===== config.mk =====
export PLATFORM = sky130hd
export DESIGN_NAME = usbc_ep0_responder
export DESIGN_NICKNAME = d
export VERILOG_FILES = /design/src/hw/usbc_fifo.v /design/src/hw/usbc_axil.v /design/src/hw/usbc_ep0_responder.v
export VERILOG_INCLUDE_DIRS = /design/src /design/src/hw
export SDC_FILE = /design/constraint.sdc
export NUM_CORES = 1
export LEC_CHECK = 0
export BUFFER_PORTS_ARGS = -buffer_cell sky130_fd_sc_hd__buf_2
export CAP_MARGIN = 20
export CORE_MARGIN = 3
export CORE_UTILIZATION = 36
export DETAILED_ROUTE_END_ITERATION = 8
export PLACE_DENSITY = 0.61
export SLEW_MARGIN = 0
export SYNTH_ARGS = -nofsm -noshare
export SYNTH_HDL_FRONTEND = slang
export SYNTH_SLANG_ARGS = --single-unit

===== constraint.sdc =====
create_clock -name sys_clk_i -period 3.4 [get_ports sys_clk_i]
set_input_delay 0.17 -clock sys_clk_i [delete_from_list [all_inputs] [get_ports sys_clk_i]]
set_output_delay 0.17 -clock sys_clk_i [all_outputs]
set_load 0.02 [all_outputs]

===== src/hw/usbc_defs.vh =====
// Shared constants of the control endpoint responder.
`ifndef USBC_DEFS_VH
`define USBC_DEFS_VH
// Register byte offsets on the AXI4-Lite bus.
`define USBC_OFF_MODE 6'h00
`define USBC_OFF_COUNT 6'h04
`define USBC_OFF_DATA_LO 6'h08
`define USBC_OFF_DATA_HI 6'h0C
// Mode register fields.
`define USBC_MODE_MSB 3
`define USBC_FLAG_ACK 4
`define USBC_FLAG_OUT 5
`define USBC_FLAG_IN 6
`define USBC_FLAG_SETUP 7
// Count register fields.
`define USBC_CNT_MSB 3
`define USBC_CNT_DVAL 6
`define USBC_CNT_TOG 7
// Reset values.
`define USBC_MODE_RST 8'h00
`define USBC_COUNT_RST 8'h00
// Mode encodings.
`define USBC_M_OFF 4'h0
`define USBC_M_NAK_IO 4'h1
`define USBC_M_STAT_OUT 4'h2
`define USBC_M_STALL_IO 4'h3
`define USBC_M_STAT_IN 4'h6
`define USBC_M_ACKO_STI 4'hB
`define USBC_M_ACKI_STO 4'hF
// Token kinds.
`define USBC_TOK_SETUP 2'h0
`define USBC_TOK_IN 2'h1
`define USBC_TOK_OUT 2'h2
// Handshake answer codes.
`define USBC_R_ACK 2'h0
`define USBC_R_NAK 2'h1
`define USBC_R_STALL 2'h2
`define USBC_R_TX 2'h3
// Packet length limits, data plus two CRC bytes, and the data buffer size in bytes.
`define USBC_LEN_MAX 4'hA
`define USBC_LEN_STATUS 4'h2
`define USBC_BUF_BYTES 4'h8
`endif


===== src/hw/usbc_fifo.v =====
// Small flip-flop FIFO with valid/ready on both sides.
`timescale 1ns/1ps
module usbc_fifo #(
  parameter W = 8,
  parameter D = 4,
  parameter AW = 2
) (
  // Clock and reset.
  input wire sys_clk_i,
  input wire reset_i,
  // Fill side.
  input wire [W-1:0] in_data_i,
  input wire in_valid_i,
  output wire in_ready_o,
  // Drain side.
  output wire [W-1:0] out_data_o,
  output wire out_valid_o,
  input wire out_ready_i
);
  reg [W-1:0] mem_r [0:D-1];
  reg [AW-1:0] wp_r;
  reg [AW-1:0] rp_r;
  reg [AW:0] cnt_r;
  reg rdy_r;
  wire push = in_valid_i & in_ready_o;
  wire pop = out_valid_o & out_ready_i;
  wire [AW:0] cnt_nxt = cnt_r + {{AW{1'b0}}, push} - {{AW{1'b0}}, pop};

  assign in_ready_o = rdy_r;
  assign out_valid_o = (cnt_r != {(AW+1){1'b0}});
  assign out_data_o = mem_r[rp_r];

  // Pointers wrap naturally because the depth is a power of two.
  always @(posedge sys_clk_i) begin
    if (reset_i) begin
      wp_r <= {AW{1'b0}};
      rp_r <= {AW{1'b0}};
      cnt_r <= {(AW+1){1'b0}};
      rdy_r <= 1'b1;
    end else begin
      if (push) begin
        mem_r[wp_r] <= in_data_i;
        wp_r <= wp_r + 1'b1;
      end
      if (pop) begin
        rp_r <= rp_r + 1'b1;
      end
      cnt_r <= cnt_nxt;
      rdy_r <= (cnt_nxt != D[AW:0]);
    end
  end
endmodule


===== src/hw/usbc_axil.v =====
// AXI4-Lite slave front end that turns bus traffic into register strobes.
`timescale 1ns/1ps
`include "usbc_defs.vh"
module usbc_axil (
  // Clock and reset.
  input wire sys_clk_i,
  input wire reset_i,
  // Write address and data channels.
  input wire [5:0] axi_awaddr_i,
  input wire axi_awvalid_i,
  output reg axi_awready_o,
  input wire [31:0] axi_wdata_i,
  input wire [3:0] axi_wstrb_i,
  input wire axi_wvalid_i,
  output reg axi_wready_o,
  // Write response channel.
  output reg [1:0] axi_bresp_o,
  output reg axi_bvalid_o,
  input wire axi_bready_i,
  // Read channels.
  input wire [5:0] axi_araddr_i,
  input wire axi_arvalid_i,
  output reg axi_arready_o,
  output reg [31:0] axi_rdata_o,
  output reg [1:0] axi_rresp_o,
  output reg axi_rvalid_o,
  input wire axi_rready_i,
  // Register side.
  output wire wr_en_o,
  output wire [5:0] wr_addr_o,
  output wire [31:0] wr_data_o,
  output wire [3:0] wr_strb_o,
  output wire [5:0] rd_addr_o,
  input wire [31:0] rd_data_i
);
  reg [5:0] waddr_r;
  reg [31:0] wdata_r;
  reg [3:0] wstrb_r;
  reg aw_got_r;
  reg w_got_r;
  reg [5:0] raddr_r;
  reg rpend_r;

  // Only four aligned words are mapped; anything else answers SLVERR.
  function hit;
    input [5:0] a;
    begin
      hit = (a[1:0] == 2'h0) && (a <= `USBC_OFF_DATA_HI);
    end
  endfunction

  assign wr_en_o = aw_got_r & w_got_r & ~axi_bvalid_o & hit(waddr_r);
  assign wr_addr_o = waddr_r;
  assign wr_data_o = wdata_r;
  assign wr_strb_o = wstrb_r;
  assign rd_addr_o = raddr_r;

  // Address and data are taken independently, the response follows both.
  always @(posedge sys_clk_i) begin
    if (reset_i) begin
      axi_awready_o <= 1'b0;
      axi_wready_o <= 1'b0;
      axi_bvalid_o <= 1'b0;
      axi_bresp_o <= 2'h0;
      aw_got_r <= 1'b0;
      w_got_r <= 1'b0;
      waddr_r <= 6'h00;
      wdata_r <= 32'h00000000;
      wstrb_r <= 4'h0;
    end else begin
      axi_awready_o <= ~aw_got_r & ~(axi_awvalid_i & axi_awready_o);
      axi_wready_o <= ~w_got_r & ~(axi_wvalid_i & axi_wready_o);
      if (axi_awvalid_i & axi_awready_o) begin
        aw_got_r <= 1'b1;
        waddr_r <= axi_awaddr_i;
      end
      if (axi_wvalid_i & axi_wready_o) begin
        w_got_r <= 1'b1;
        wdata_r <= axi_wdata_i;
        wstrb_r <= axi_wstrb_i;
      end
      if (aw_got_r & w_got_r & ~axi_bvalid_o) begin
        axi_bvalid_o <= 1'b1;
        axi_bresp_o <= hit(waddr_r) ? 2'h0 : 2'h2;
      end else if (axi_bvalid_o & axi_bready_i) begin
        axi_bvalid_o <= 1'b0;
        aw_got_r <= 1'b0;
        w_got_r <= 1'b0;
      end
    end
  end

  // Reads take one cycle to latch the address and one to return data.
  always @(posedge sys_clk_i) begin
    if (reset_i) begin
      axi_arready_o <= 1'b0;
      axi_rvalid_o <= 1'b0;
      axi_rdata_o <= 32'h00000000;
      axi_rresp_o <= 2'h0;
      raddr_r <= 6'h00;
      rpend_r <= 1'b0;
    end else begin
      axi_arready_o <= ~rpend_r & ~axi_rvalid_o & ~(axi_arvalid_i & axi_arready_o);
      if (axi_arvalid_i & axi_arready_o) begin
        raddr_r <= axi_araddr_i;
        rpend_r <= 1'b1;
      end
      if (rpend_r) begin
        rpend_r <= 1'b0;
        axi_rvalid_o <= 1'b1;
        axi_rdata_o <= hit(raddr_r) ? rd_data_i : 32'h00000000;
        axi_rresp_o <= hit(raddr_r) ? 2'h0 : 2'h2;
      end else if (axi_rvalid_o & axi_rready_i) begin
        axi_rvalid_o <= 1'b0;
      end
    end
  end
endmodule


===== src/hw/usbc_ep0_responder.v =====
// Control endpoint zero token responder with its mode, count and data registers.
`timescale 1ns/1ps
`include "usbc_defs.vh"
// Contract
// - The four-bit mode field picks how each token is answered.
// - Stall-all mode ACKs a valid short SETUP and moves to mode 0001.
// - Every enabled mode drops bad SETUPs and accepts good ones alike.
// - Stall-all mode stalls IN and valid OUT, no mode change, no interrupt.
// - Mode 0001 accepts SETUP and NAKs IN and valid OUT.
// - Counted transmission sends the byte count held in the count register.
// - Mode 1111 OUT with bad length or toggle 0 stalls, mode 0011.
// - Mode 1111 OUT length 2 toggle 1 is ACKed, mode 0010.
// - Mode 0010 stalls IN, moves to mode 0011 and interrupts.
// - Status check ACKs only zero-data OUT carrying toggle 1.
// - A failed status check stalls or is ignored, never ACKed.
// - Status modes serve the status stage, IN or OUT token.
// - Endpoint off mode ignores all traffic to the endpoint.
module usbc_ep0_responder (
  // Clock and reset.
  input wire sys_clk_i,
  input wire reset_i,
  // AXI4-Lite register bus.
  input wire [5:0] axi_awaddr_i,
  input wire axi_awvalid_i,
  output wire axi_awready_o,
  input wire [31:0] axi_wdata_i,
  input wire [3:0] axi_wstrb_i,
  input wire axi_wvalid_i,
  output wire axi_wready_o,
  output wire [1:0] axi_bresp_o,
  output wire axi_bvalid_o,
  input wire axi_bready_i,
  input wire [5:0] axi_araddr_i,
  input wire axi_arvalid_i,
  output wire axi_arready_o,
  output wire [31:0] axi_rdata_o,
  output wire [1:0] axi_rresp_o,
  output wire axi_rvalid_o,
  input wire axi_rready_i,
  // Received data bytes from the packet decoder.
  input wire [7:0] rx_byte_i,
  input wire rx_valid_i,
  output wire rx_ready_o,
  // End of a token and its data packet.
  input wire tok_done_i,
  input wire [1:0] tok_kind_i,
  input wire [3:0] pkt_len_i,
  input wire pkt_ok_i,
  input wire data_toggle_bit_i,
  // Host handshake after our IN data.
  input wire host_ack_i,
  input wire host_noack_i,
  // Answer to the transmitter.
  output reg resp_valid_o,
  output reg [1:0] resp_code_o,
  output reg [3:0] tx_count_o,
  output reg [31:0] tx_data_lo_o,
  output reg [31:0] tx_data_hi_o,
  // Interrupt request pulse.
  output reg irq_o
);
  localparam ST_IDLE = 1'b0;
  localparam ST_WAIT_ACK = 1'b1;

  wire wr_en;
  wire [5:0] wr_addr;
  wire [31:0] wr_data;
  wire [3:0] wr_strb;
  wire [5:0] rd_addr;
  reg [31:0] rd_data;
  wire [7:0] fifo_byte;
  wire fifo_valid;
  wire fifo_ready;

  reg [7:0] mode_r;
  reg [7:0] count_r;
  reg [7:0] buf_r [0:7];
  reg [3:0] idx_r;
  reg st_r;
  reg [3:0] ack_mode_r;

  // Next-state values of the token decision.
  reg hw_upd_nxt;
  reg [3:0] mode_nxt;
  reg [3:0] flag_nxt;
  reg cnt_upd_nxt;
  reg [7:0] count_nxt;
  reg resp_nxt;
  reg [1:0] code_nxt;
  reg irq_nxt;
  reg wait_nxt;
  reg [3:0] amode_nxt;

  wire [3:0] mode = mode_r[`USBC_MODE_MSB:0];
  wire pkt_good = pkt_ok_i && (pkt_len_i <= `USBC_LEN_MAX);
  wire stat_ok = (pkt_len_i == `USBC_LEN_STATUS) && data_toggle_bit_i;
  wire enabled = (mode == `USBC_M_NAK_IO) || (mode == `USBC_M_STAT_OUT) ||
                 (mode == `USBC_M_STALL_IO) || (mode == `USBC_M_STAT_IN) ||
                 (mode == `USBC_M_ACKO_STI) || (mode == `USBC_M_ACKI_STO);
  wire sw_data_wr = wr_en && ((wr_addr == `USBC_OFF_DATA_LO) || (wr_addr == `USBC_OFF_DATA_HI));

  usbc_axil u_bus (
    .sys_clk_i(sys_clk_i),
    .reset_i(reset_i),
    .axi_awaddr_i(axi_awaddr_i),
    .axi_awvalid_i(axi_awvalid_i),
    .axi_awready_o(axi_awready_o),
    .axi_wdata_i(axi_wdata_i),
    .axi_wstrb_i(axi_wstrb_i),
    .axi_wvalid_i(axi_wvalid_i),
    .axi_wready_o(axi_wready_o),
    .axi_bresp_o(axi_bresp_o),
    .axi_bvalid_o(axi_bvalid_o),
    .axi_bready_i(axi_bready_i),
    .axi_araddr_i(axi_araddr_i),
    .axi_arvalid_i(axi_arvalid_i),
    .axi_arready_o(axi_arready_o),
    .axi_rdata_o(axi_rdata_o),
    .axi_rresp_o(axi_rresp_o),
    .axi_rvalid_o(axi_rvalid_o),
    .axi_rready_i(axi_rready_i),
    .wr_en_o(wr_en),
    .wr_addr_o(wr_addr),
    .wr_data_o(wr_data),
    .wr_strb_o(wr_strb),
    .rd_addr_o(rd_addr),
    .rd_data_i(rd_data)
  );

  // Received bytes queue here; the drain stalls while software writes the buffer.
  usbc_fifo #(.W(8), .D(4), .AW(2)) u_rx_fifo (
    .sys_clk_i(sys_clk_i),
    .reset_i(reset_i),
    .in_data_i(rx_byte_i),
    .in_valid_i(rx_valid_i),
    .in_ready_o(rx_ready_o),
    .out_data_o(fifo_byte),
    .out_valid_o(fifo_valid),
    .out_ready_i(fifo_ready)
  );
  assign fifo_ready = ~sw_data_wr;

  // Register read mux; reserved bits read as zero.
  always @* begin
    case (rd_addr)
      `USBC_OFF_MODE: rd_data = {24'h000000, mode_r};
      `USBC_OFF_COUNT: rd_data = {24'h000000, count_r};
      `USBC_OFF_DATA_LO: rd_data = {buf_r[3], buf_r[2], buf_r[1], buf_r[0]};
      `USBC_OFF_DATA_HI: rd_data = {buf_r[7], buf_r[6], buf_r[5], buf_r[4]};
      default: rd_data = 32'h00000000;
    endcase
  end

  // Token decision: one table lookup on the mode and the token kind.
  always @* begin
    hw_upd_nxt = 1'b0;
    mode_nxt = mode;
    flag_nxt = 4'h0;
    cnt_upd_nxt = 1'b0;
    count_nxt = {data_toggle_bit_i, 1'b1, 2'h0, pkt_len_i};
    resp_nxt = 1'b0;
    code_nxt = `USBC_R_ACK;
    irq_nxt = 1'b0;
    wait_nxt = 1'b0;
    amode_nxt = mode;
    if (tok_done_i && (st_r == ST_IDLE) && enabled) begin
      case (tok_kind_i)
        `USBC_TOK_SETUP: begin
          if (pkt_good) begin
            resp_nxt = 1'b1;
            hw_upd_nxt = 1'b1;
            mode_nxt = `USBC_M_NAK_IO;
            flag_nxt = 4'h9;
            cnt_upd_nxt = 1'b1;
            irq_nxt = 1'b1;
          end
        end
        `USBC_TOK_IN: begin
          resp_nxt = 1'b1;
          case (mode)
            `USBC_M_NAK_IO: code_nxt = `USBC_R_NAK;
            `USBC_M_STALL_IO: code_nxt = `USBC_R_STALL;
            `USBC_M_STAT_OUT: begin
              code_nxt = `USBC_R_STALL;
              hw_upd_nxt = 1'b1;
              mode_nxt = `USBC_M_STALL_IO;
              irq_nxt = 1'b1;
            end
            `USBC_M_ACKI_STO: begin
              code_nxt = `USBC_R_TX;
              wait_nxt = 1'b1;
              amode_nxt = `USBC_M_NAK_IO;
            end
            default: begin
              code_nxt = `USBC_R_TX;
              wait_nxt = 1'b1;
              amode_nxt = `USBC_M_STALL_IO;
            end
          endcase
        end
        `USBC_TOK_OUT: begin
          if (pkt_good) begin
            resp_nxt = 1'b1;
            case (mode)
              `USBC_M_NAK_IO: code_nxt = `USBC_R_NAK;
              `USBC_M_STALL_IO: code_nxt = `USBC_R_STALL;
              `USBC_M_ACKO_STI: begin
                hw_upd_nxt = 1'b1;
                mode_nxt = `USBC_M_NAK_IO;
                flag_nxt = 4'h3;
                cnt_upd_nxt = 1'b1;
                irq_nxt = 1'b1;
              end
              `USBC_M_STAT_IN: begin
                code_nxt = `USBC_R_STALL;
                hw_upd_nxt = 1'b1;
                mode_nxt = `USBC_M_STALL_IO;
                irq_nxt = 1'b1;
              end
              default: begin
                hw_upd_nxt = 1'b1;
                irq_nxt = 1'b1;
                if (stat_ok) begin
                  mode_nxt = `USBC_M_STAT_OUT;
                  flag_nxt = 4'h3;
                  cnt_upd_nxt = 1'b1;
                  count_nxt = {1'b1, 1'b1, 2'h0, `USBC_LEN_STATUS};
                end else begin
                  code_nxt = `USBC_R_STALL;
                  mode_nxt = `USBC_M_STALL_IO;
                end
              end
            endcase
          end
        end
        default: resp_nxt = 1'b0;
      endcase
    end
  end

  // Wait-for-host-ACK sequencer after IN data; a new token or no-ack abandons it.
  always @(posedge sys_clk_i) begin
    if (reset_i) begin
      st_r <= ST_IDLE;
      ack_mode_r <= 4'h0;
    end else begin
      case (st_r)
        ST_IDLE: begin
          if (wait_nxt) begin
            st_r <= ST_WAIT_ACK;
            ack_mode_r <= amode_nxt;
          end
        end
        ST_WAIT_ACK: begin
          if (host_ack_i || host_noack_i || tok_done_i) begin
            st_r <= ST_IDLE;
          end
        end
        default: st_r <= ST_IDLE;
      endcase
    end
  end

  // Mode register: hardware updates win over a same-cycle firmware write,
  // and hardware-set flags survive a firmware clear in that cycle.
  always @(posedge sys_clk_i) begin
    if (reset_i) begin
      mode_r <= `USBC_MODE_RST;
    end else begin
      if ((st_r == ST_WAIT_ACK) && host_ack_i) begin
        mode_r[`USBC_MODE_MSB:0] <= ack_mode_r;
        mode_r[`USBC_FLAG_IN] <= 1'b1;
        mode_r[`USBC_FLAG_ACK] <= 1'b1;
        if (wr_en && (wr_addr == `USBC_OFF_MODE) && wr_strb[0]) begin
          mode_r[`USBC_FLAG_SETUP] <= wr_data[`USBC_FLAG_SETUP];
          mode_r[`USBC_FLAG_OUT] <= wr_data[`USBC_FLAG_OUT];
        end
      end else if (hw_upd_nxt) begin
        mode_r[`USBC_MODE_MSB:0] <= mode_nxt;
        mode_r[7:4] <= mode_r[7:4] | flag_nxt;
      end else if (wr_en && (wr_addr == `USBC_OFF_MODE) && wr_strb[0]) begin
        mode_r <= wr_data[7:0];
      end
    end
  end

  // Count register: firmware loads the IN byte count and toggle.
  always @(posedge sys_clk_i) begin
    if (reset_i) begin
      count_r <= `USBC_COUNT_RST;
    end else if (cnt_upd_nxt) begin
      count_r <= count_nxt;
    end else if (wr_en && (wr_addr == `USBC_OFF_COUNT) && wr_strb[0]) begin
      count_r <= wr_data[7:0];
    end
  end

  // Data buffer: received bytes land in order in enabled modes; beyond eight are dropped.
  // A rejected SETUP or OUT still leaves these bytes behind as junk.
  always @(posedge sys_clk_i) begin
    if (reset_i) begin
      idx_r <= 4'h0;
    end else if (tok_done_i) begin
      idx_r <= 4'h0;
    end else if (fifo_valid && fifo_ready) begin
      if (idx_r < `USBC_BUF_BYTES) begin
        idx_r <= idx_r + 4'h1;
      end
    end
  end

  genvar g;
  generate
    for (g = 0; g < 8; g = g + 1) begin : g_buf
      always @(posedge sys_clk_i) begin
        if (reset_i) begin
          buf_r[g] <= 8'h00;
        end else if (sw_data_wr && (wr_addr[2] == (g >= 4)) && wr_strb[g % 4]) begin
          buf_r[g] <= wr_data[(g % 4) * 8 +: 8];
        end else if (fifo_valid && enabled && (idx_r == g)) begin
          buf_r[g] <= fifo_byte;
        end
      end
    end
  endgenerate

  // Answer outputs are registered so the transmitter sees clean pulses.
  always @(posedge sys_clk_i) begin
    if (reset_i) begin
      resp_valid_o <= 1'b0;
      resp_code_o <= `USBC_R_ACK;
      tx_count_o <= 4'h0;
      tx_data_lo_o <= 32'h00000000;
      tx_data_hi_o <= 32'h00000000;
      irq_o <= 1'b0;
    end else begin
      resp_valid_o <= resp_nxt;
      resp_code_o <= code_nxt;
      tx_count_o <= (mode == `USBC_M_ACKI_STO) ? count_r[`USBC_CNT_MSB:0] : 4'h0;
      tx_data_lo_o <= {buf_r[3], buf_r[2], buf_r[1], buf_r[0]};
      tx_data_hi_o <= {buf_r[7], buf_r[6], buf_r[5], buf_r[4]};
      irq_o <= irq_nxt | ((st_r == ST_WAIT_ACK) & host_ack_i);
    end
  end
endmodule


# == Yosys cells after proc, flatten, opt, wreduce, memory -nomap -nowiden ==
# Memory sizes are Yosys's and may differ from the RTL's. A register that Yosys moved wholly into a read port is not among the register bits.
# Cells that the tools add are included.
# word_totals
reg_bits,197
latch_bits,0
ramBits,96
romBits,0
in_bits,75
memories,2
# mem_list
memory,depth,width,rd,rd_ports_with_merged_regs,wr,line_no,text
buf_r,8,8,8,0,8,usbc_ep0_responder.v:77,reg [7:0] buf_r [0:7];
u_rx_fifo.mem_r,4,8,1,1,1,usbc_fifo.v:20,reg [W-1:0] mem_r [0:D-1];
# op_classes
n_addsub,5
n_mul,0
div_mod_pow,0
magnitude_cmp,4
n_eq_ne,30
shift,0
muxes,145
bitwise_logic,46
reduce_logical,67
# ops
operator,count
two-way mux 8 bit,26
one-hot mux 32 bit (4 select lines),1
two-way mux 1 bit,88
logical AND 1 bit,32
two-way mux 32 bit,1
two-way mux 4 bit,8
"equality test 6 x 4 -> 1 bit, second input constant",4
one-hot mux 4 bit (3 select lines),2
"equality test 4 x 2 -> 1 bit, second input constant",5
"equality test 4 x 3 -> 1 bit, second input constant",5
OR 1 bit,17
two-way mux 2 bit,8
"inequality test 4 bit, second input constant",4
one-hot mux 4 bit (2 select lines),2
OR reduction 2 bit,8
bitwise AND 1 bit,15
NOT 1 bit,13
"equality test 6 x 3 -> 1 bit, second input constant",2
"less-or-equal comparator 6 x 4 -> 1 bit, second input constant",2
logical NOT 6 bit,2
one-hot mux 2 bit (2 select lines),3
"equality test 4 x 1 -> 1 bit, second input constant",2
"equality test 4 bit, second input constant",2
logical OR 1 bit,8
24 further kinds,37

# == Depth between registers and ports, before layout ==
# depth
ltp_word,13
depth_mapped,11
mapped_depth_nobuf,10

# == Hierarchy ==
# Synthesis repeated with hierarchy kept, for this count alone.
# hier_totals
hier_cells,1030
hier_area_um2,11686.2
# by_module_without_submodules
module,n_inst,cells_per_inst,area_each_um2
usbc_ep0_responder,1,620,6989.2
usbc_axil,1,319,3024.2
usbc_fifo,1,91,1672.9

# == Least setup slack after synthesis ==
# No wires, ideal clock.
# synth_path
kind,register to register
from,register u_bus.axi_bvalid_o
to,"register u_rx_fifo.rdy_r, in the netlist u_rx_fifo.in_ready_o"
arrival_time_ns,2.254
t_required_ns,3.283
slack_ns,1.029
path_stages_with_launch,12
n_path_buf,1
period_less_slack_ns,2.371
cell_sequence,dfxtp_1 > and3b_1 > clkbuf_1 > and3_1 > nor2_1 > ha_1 > inv_1 > ha_1 > fa_1 > xnor2_1 > nor2_1 > nand2_1
# synth_between
elab_chain_cells,8
# synth_lines
item,line_no,text
start: declaration,usbc_axil.v:18,"output reg axi_bvalid_o,"
start signal: assignment,usbc_axil.v:63,axi_bvalid_o <= 1'b0;
start signal: assignment,usbc_axil.v:83,axi_bvalid_o <= 1'b1;
start signal: assignment,usbc_axil.v:86,axi_bvalid_o <= 1'b0;
NOT 1 bit,usbc_axil.v:52,assign wr_en_o = aw_got_r & w_got_r & ~axi_bvalid_o & hit(waddr_r);
bitwise AND 1 bit (2 in series),usbc_axil.v:52,
logical AND 1 bit,usbc_ep0_responder.v:100,wire sw_data_wr = wr_en && ((wr_addr == `USBC_OFF_DATA_LO) || (wr_addr == `USBC_OFF_DATA_HI));
NOT 1 bit,usbc_ep0_responder.v:141,assign fifo_ready = ~sw_data_wr;
bitwise AND 1 bit,usbc_fifo.v:26,wire pop = out_valid_o & out_ready_i;
net u_rx_fifo.pop,usbc_fifo.v:26,
subtractor 3 x 1 -> 3 bit,usbc_fifo.v:27,"wire [AW:0] cnt_nxt = cnt_r + {{AW{1'b0}}, push} - {{AW{1'b0}}, pop};"
inequality test 3 bit,usbc_fifo.v:49,rdy_r <= (cnt_nxt != D[AW:0]);
end signal: assignment,usbc_fifo.v:49,
end: declaration,usbc_fifo.v:24,reg rdy_r;
# The timed path passes the listed nets, and every way through them passes these cells.
# A chain may end at the register's enable or synchronous reset.

# == Final worst setup path ==
# layout_path
from,"register u_bus.waddr_r[0], in the netlist u_bus.wr_addr_o[0]"
to,"register u_rx_fifo.rdy_r, in the netlist u_rx_fifo.in_ready_o"
# layout_between
elab_chain_cells,8
word_cells_on_any_way,12
cone_classes,add/sub: 1; order compare: 1; eq/ne: 3; bitwise: 3; reduce/logical: 4
# layout_lines
item,line_no,text
start: declaration,usbc_axil.v:36,reg [5:0] waddr_r;
start signal: assignment,usbc_axil.v:75,waddr_r <= axi_awaddr_i;
less-or-equal comparator 6 x 4 -> 1 bit (no source line) or logical NOT 2 bit (tied branches),-,
logical AND 1 bit,usbc_axil.v:48,hit = (a[1:0] == 2'h0) && (a <= `USBC_OFF_DATA_HI);
bitwise AND 1 bit,usbc_axil.v:52,
logical AND 1 bit (*),usbc_ep0_responder.v:100,
NOT 1 bit (*),usbc_ep0_responder.v:141,
bitwise AND 1 bit (*),usbc_fifo.v:26,
net u_rx_fifo.pop,usbc_fifo.v:26,
subtractor 3 x 1 -> 3 bit (*),usbc_fifo.v:27,
inequality test 3 bit (*),usbc_fifo.v:49,
# Mark *: on every way through the listed nets, which the timed path passes. The rest lies on a longest branch.

==> impl_metrics.json <==
{
  "status": "complete, no violations",
  "critPathMaxFanout": 5,
  "grt_pass1_wl_mm": 47.1,
  "die_x_um": 183,
  "p_sw_frac": 0.258,
  "power_density_nw_per_um2": 578,
  "seq_power_share": 0.467,
  "synthesis.area_um2": 11300,
  "p_comb_frac": 0.115,
  "yosysSeqAreaShare": 0.604,
  "required_ns": 3.85,
  "wl_per_cell_um": 18.2,
  "dp_slack_ns": 0.886,
  "r2r-start": "u_bus.wr_addr_o[0]$_SDFFE_PP0P_",
  "hold_viol": 0,
  "via_per_inst": 5.06,
  "total_power_mw": 8.34,
  "path_class": "register to register",
  "grtUsageTotal": 0.176,
  "numCtsBuffers": 31,
  "synth_cells": 1020,
  "ys_seq_elements": 293,
  "syn_avg_cell_area_um2": 11.1,
  "yosysMostFrequentCell": "dfxtp_1",
  "r2r_slack_ns": 0.89,
  "cap_violations": 0,
  "final.setup_skew_ns": 0.0166,
  "cts_tree": "built",
  "ys_warn_count": 0,
  "reg2reg_depth": 10,
  "clk_latency_ns": 0.57,
  "cp-start-kind": "register",
  "fp-row-count": 64,
  "ys.flop_type": "dfxtp_1",
  "slew_headroom": 0.264,
  "port-buffer-count": 186,
  "die-area_um2": 33600,
  "core_um2": 30700,
  "htree_levels": 1,
  "holdPathStages": 4,
  "fin_crit_sh": 0.740,
  "fmax_ghz": 0.398,
  "ys_top_cells_by_area": "dfxtp_1, edfxtp_1, a22o_1",
  "setup_violations": 0,
  "max_stage_delay_ns": 0.40,
  "drv_slew": 0,
  "final_nets": 1353,
  "clkPwrFrac": 0.418,
  "arrival_ns": 2.97,
  "drc": 0,
  "grt_overflow": 0,
  "path_clk_slew_ns": 0.06,
  "path_buf_inv": 1,
  "clk_path_buf_depth": 3,
  "antennaDiodeCount": 0,
  "boundaryPins": 189,
  "synth_cell_type_count": 63,
  "r2r_end": "u_rx_fifo.in_ready_o$_SDFF_PP1_",
  "layout_min_cycle_time_ns": 2.51,
  "hpwl_mm": 21.2,
  "critical-path-slowest-cell": "fa_1",
  "crit_chain": "nor4_2, and3_1, nor2_1, ha_1, inv_1, ha_1, fa_1, xnor2_1, nor2_1, nand2_1",
  "grt_pass1_vias": 8350,
  "tns_ns": 0,
  "crit_family": "simple AND/OR/NAND/NOR gates",
  "grt_max_degree": 64,
  "synth_edf_count": 96,
  "die_h_um": 183,
  "initial_utilization": 0.368,
  "synthTopCellsByCount": "dfxtp_1, nand2_1, edfxtp_1",
  "layout-drive-gt1-share": 0.216,
  "startpoint": "u_bus.wr_addr_o[0]$_SDFFE_PP0P_",
  "yosysTopAreaCellShare": 0.349,
  "hp-start": "tok_kind_i[1]",
  "num_vias": 8525,
  "worstHoldEndpoint": "resp_valid_o$_SDFF_PP0_",
  "grt_antenna_before_repair": 0,
  "worst_pin_slew_ns": 1.10,
  "synth_async_sr_flop_share": 0,
  "antenna_left": 0,
  "whs_ns": 0.0245,
  "areaGrowthSynthToFinish_pct": 27.6,
  "dr.pass1.iters": 5,
  "synth_top_area_cell": "dfxtp_1",
  "p_leak_nw": 5.71,
  "p_switching_mw": 2.15,
  "routed_wirelength_mm": 30.6,
  "holdCritPathClass": "input pin to register",
  "setup_ws_ns": 0.885,
  "rsz0062_at_grt": "no",
  "p_int_mw": 6.19,
  "end_kind": "register",
  "final_util": 0.469,
  "irDropWorstVdd_mv": 0.387,
  "cts-root-buf": "clkbuf_16",
  "gp_congestion": 0.870,
  "drtIter0Drc": 517,
  "clock-sinks": 293
}
-- registers in the layout, indices dropped and copies added, names as in the netlist, 2 cells and up, named ones only --
| signal | flops |
|---|---|
| u_rx_fifo.cnt_r | 3 |
| buf_r | 64 |
| u_bus.axi_rdata_o | 32 |
| idx_r | 4 |
| u_bus.wr_data_o | 32 |
| u_rx_fifo.rp_r | 2 |
| ack_mode_r | 4 |
| count_r | 8 |
| u_rx_fifo.mem_r | 32 |
| tx_data_hi_o | 32 |
| tx_count_o | 4 |
| u_bus.wr_addr_o | 6 |
| u_bus.wr_strb_o | 4 |
| u_rx_fifo.wp_r | 2 |
| tx_data_lo_o | 32 |
| resp_code_o | 2 |
| u_bus.rd_addr_o | 6 |
| mode_r | 8 |
-- power by group through the flow --
stage	Clock [mW]	Sequential, mW	Combinational, mW
final	3.48	3.90	0.960
after floorplan	0	3.94	0.560
after detailed placement	0	3.97	0.892
after CTS	3.55	3.90	0.964
after global placement	0	3.97	0.879
after global routing	3.71	3.92	1.05
-- area by class of cell --
class	instances	area, um^2
clock buffers	38	907
clock inverters	20	173
fillers	2872	16300
inverters	22	82.6
multi-input cells	638	4120
flip-flops and latches	293	6830
well taps	396	495
repair buffers	277	1820
-- cells in the final DEF (no fill, tap or decap), drive strengths merged, types with 3 or more instances in the layout --
cell,instances
buf,195
nor2b,68
nand2b,4
and2,19
edfxtp,96
inv,26
ha,14
clkbuf,38
dlygate4sd3,82
nand4,3
nand2,145
dfxtp,197
a211oi,6
a21oi,66
a22o,71
clkinv,13
mux2i,10
nor2,46
o221a,4
nor4,3
xnor2,6
a22oi,24
nor3,21
nand3,25
o21ai,33
nor3b,3
o211ai,4
and3,14
a221oi,4
mux4,16
-- what timing repair did --
item                                    in CTS  in global routing
hold buffers                                82                  0
endpoints found under the hold margin       98                  0
resized for setup                            0                  0
setup buffers                                0                  0
endpoints found under the setup margin       0                  0
-- worst max path at each step --
stage,endpoint,depth (start not counted)
detailed placement,u_rx_fifo.in_ready_o$_SDFF_PP1_,10
CTS,u_rx_fifo.in_ready_o$_SDFF_PP1_,10
floorplan,u_rx_fifo.in_ready_o$_SDFF_PP1_,11
finish,u_rx_fifo.in_ready_o$_SDFF_PP1_,10
global placement,u_rx_fifo.in_ready_o$_SDFF_PP1_,10
global route,buf_r[1][2]$_SDFFCE_PN0P_,5
-- metal layers --
metal  global-route usage  vias to the layer above  wire length, um
met1                0.245                     4050            14000
met5                    0                        -                0
li1                     -                     4126                -
met4               0.0542                        0              821
met3               0.0280                       58             1810
met2                0.285                      291            14000
-- kinds of logic (layout without fill, tap and decap cells) --
| logic type | Yosys count | after routing | synth area share |
|---|---|---|---|
| compound gates | 227 | 227 | 0.141 |
| xor+xnor | 7 | 7 | 0.00542 |
| fa+ha+maj | 15 | 15 | 0.0173 |
| buf+inv | 90 | 357 | 0.0324 |
| flops | 293 | 293 | 0.604 |
| mux | 26 | 26 | 0.0407 |
| other cells | 1 | 2 | 0.000332 |
| simple gates | 361 | 361 | 0.159 |
-- stage by stage --
stage          instances  area [um^2]
6_report            1684        14400
5_1_grt             1684        14400
4_1_cts             1684        14400
3_5_place_dp        1544        12500
3_3_place_gp        1544        12500
2_1_floorplan       1021        11300
-- worst register-to-register path: stages (launching register included) --
cell and delay, ns:
dfxtp_1 0.32, nor4_2 0.40, and3_1 0.30, nor2_1 0.12
ha_1 0.31, inv_1 0.04, ha_1 0.20, fa_1 0.40
xnor2_1 0.13, nor2_1 0.12, nand2_1 0.07
Power figures use the tool's default switching activity.
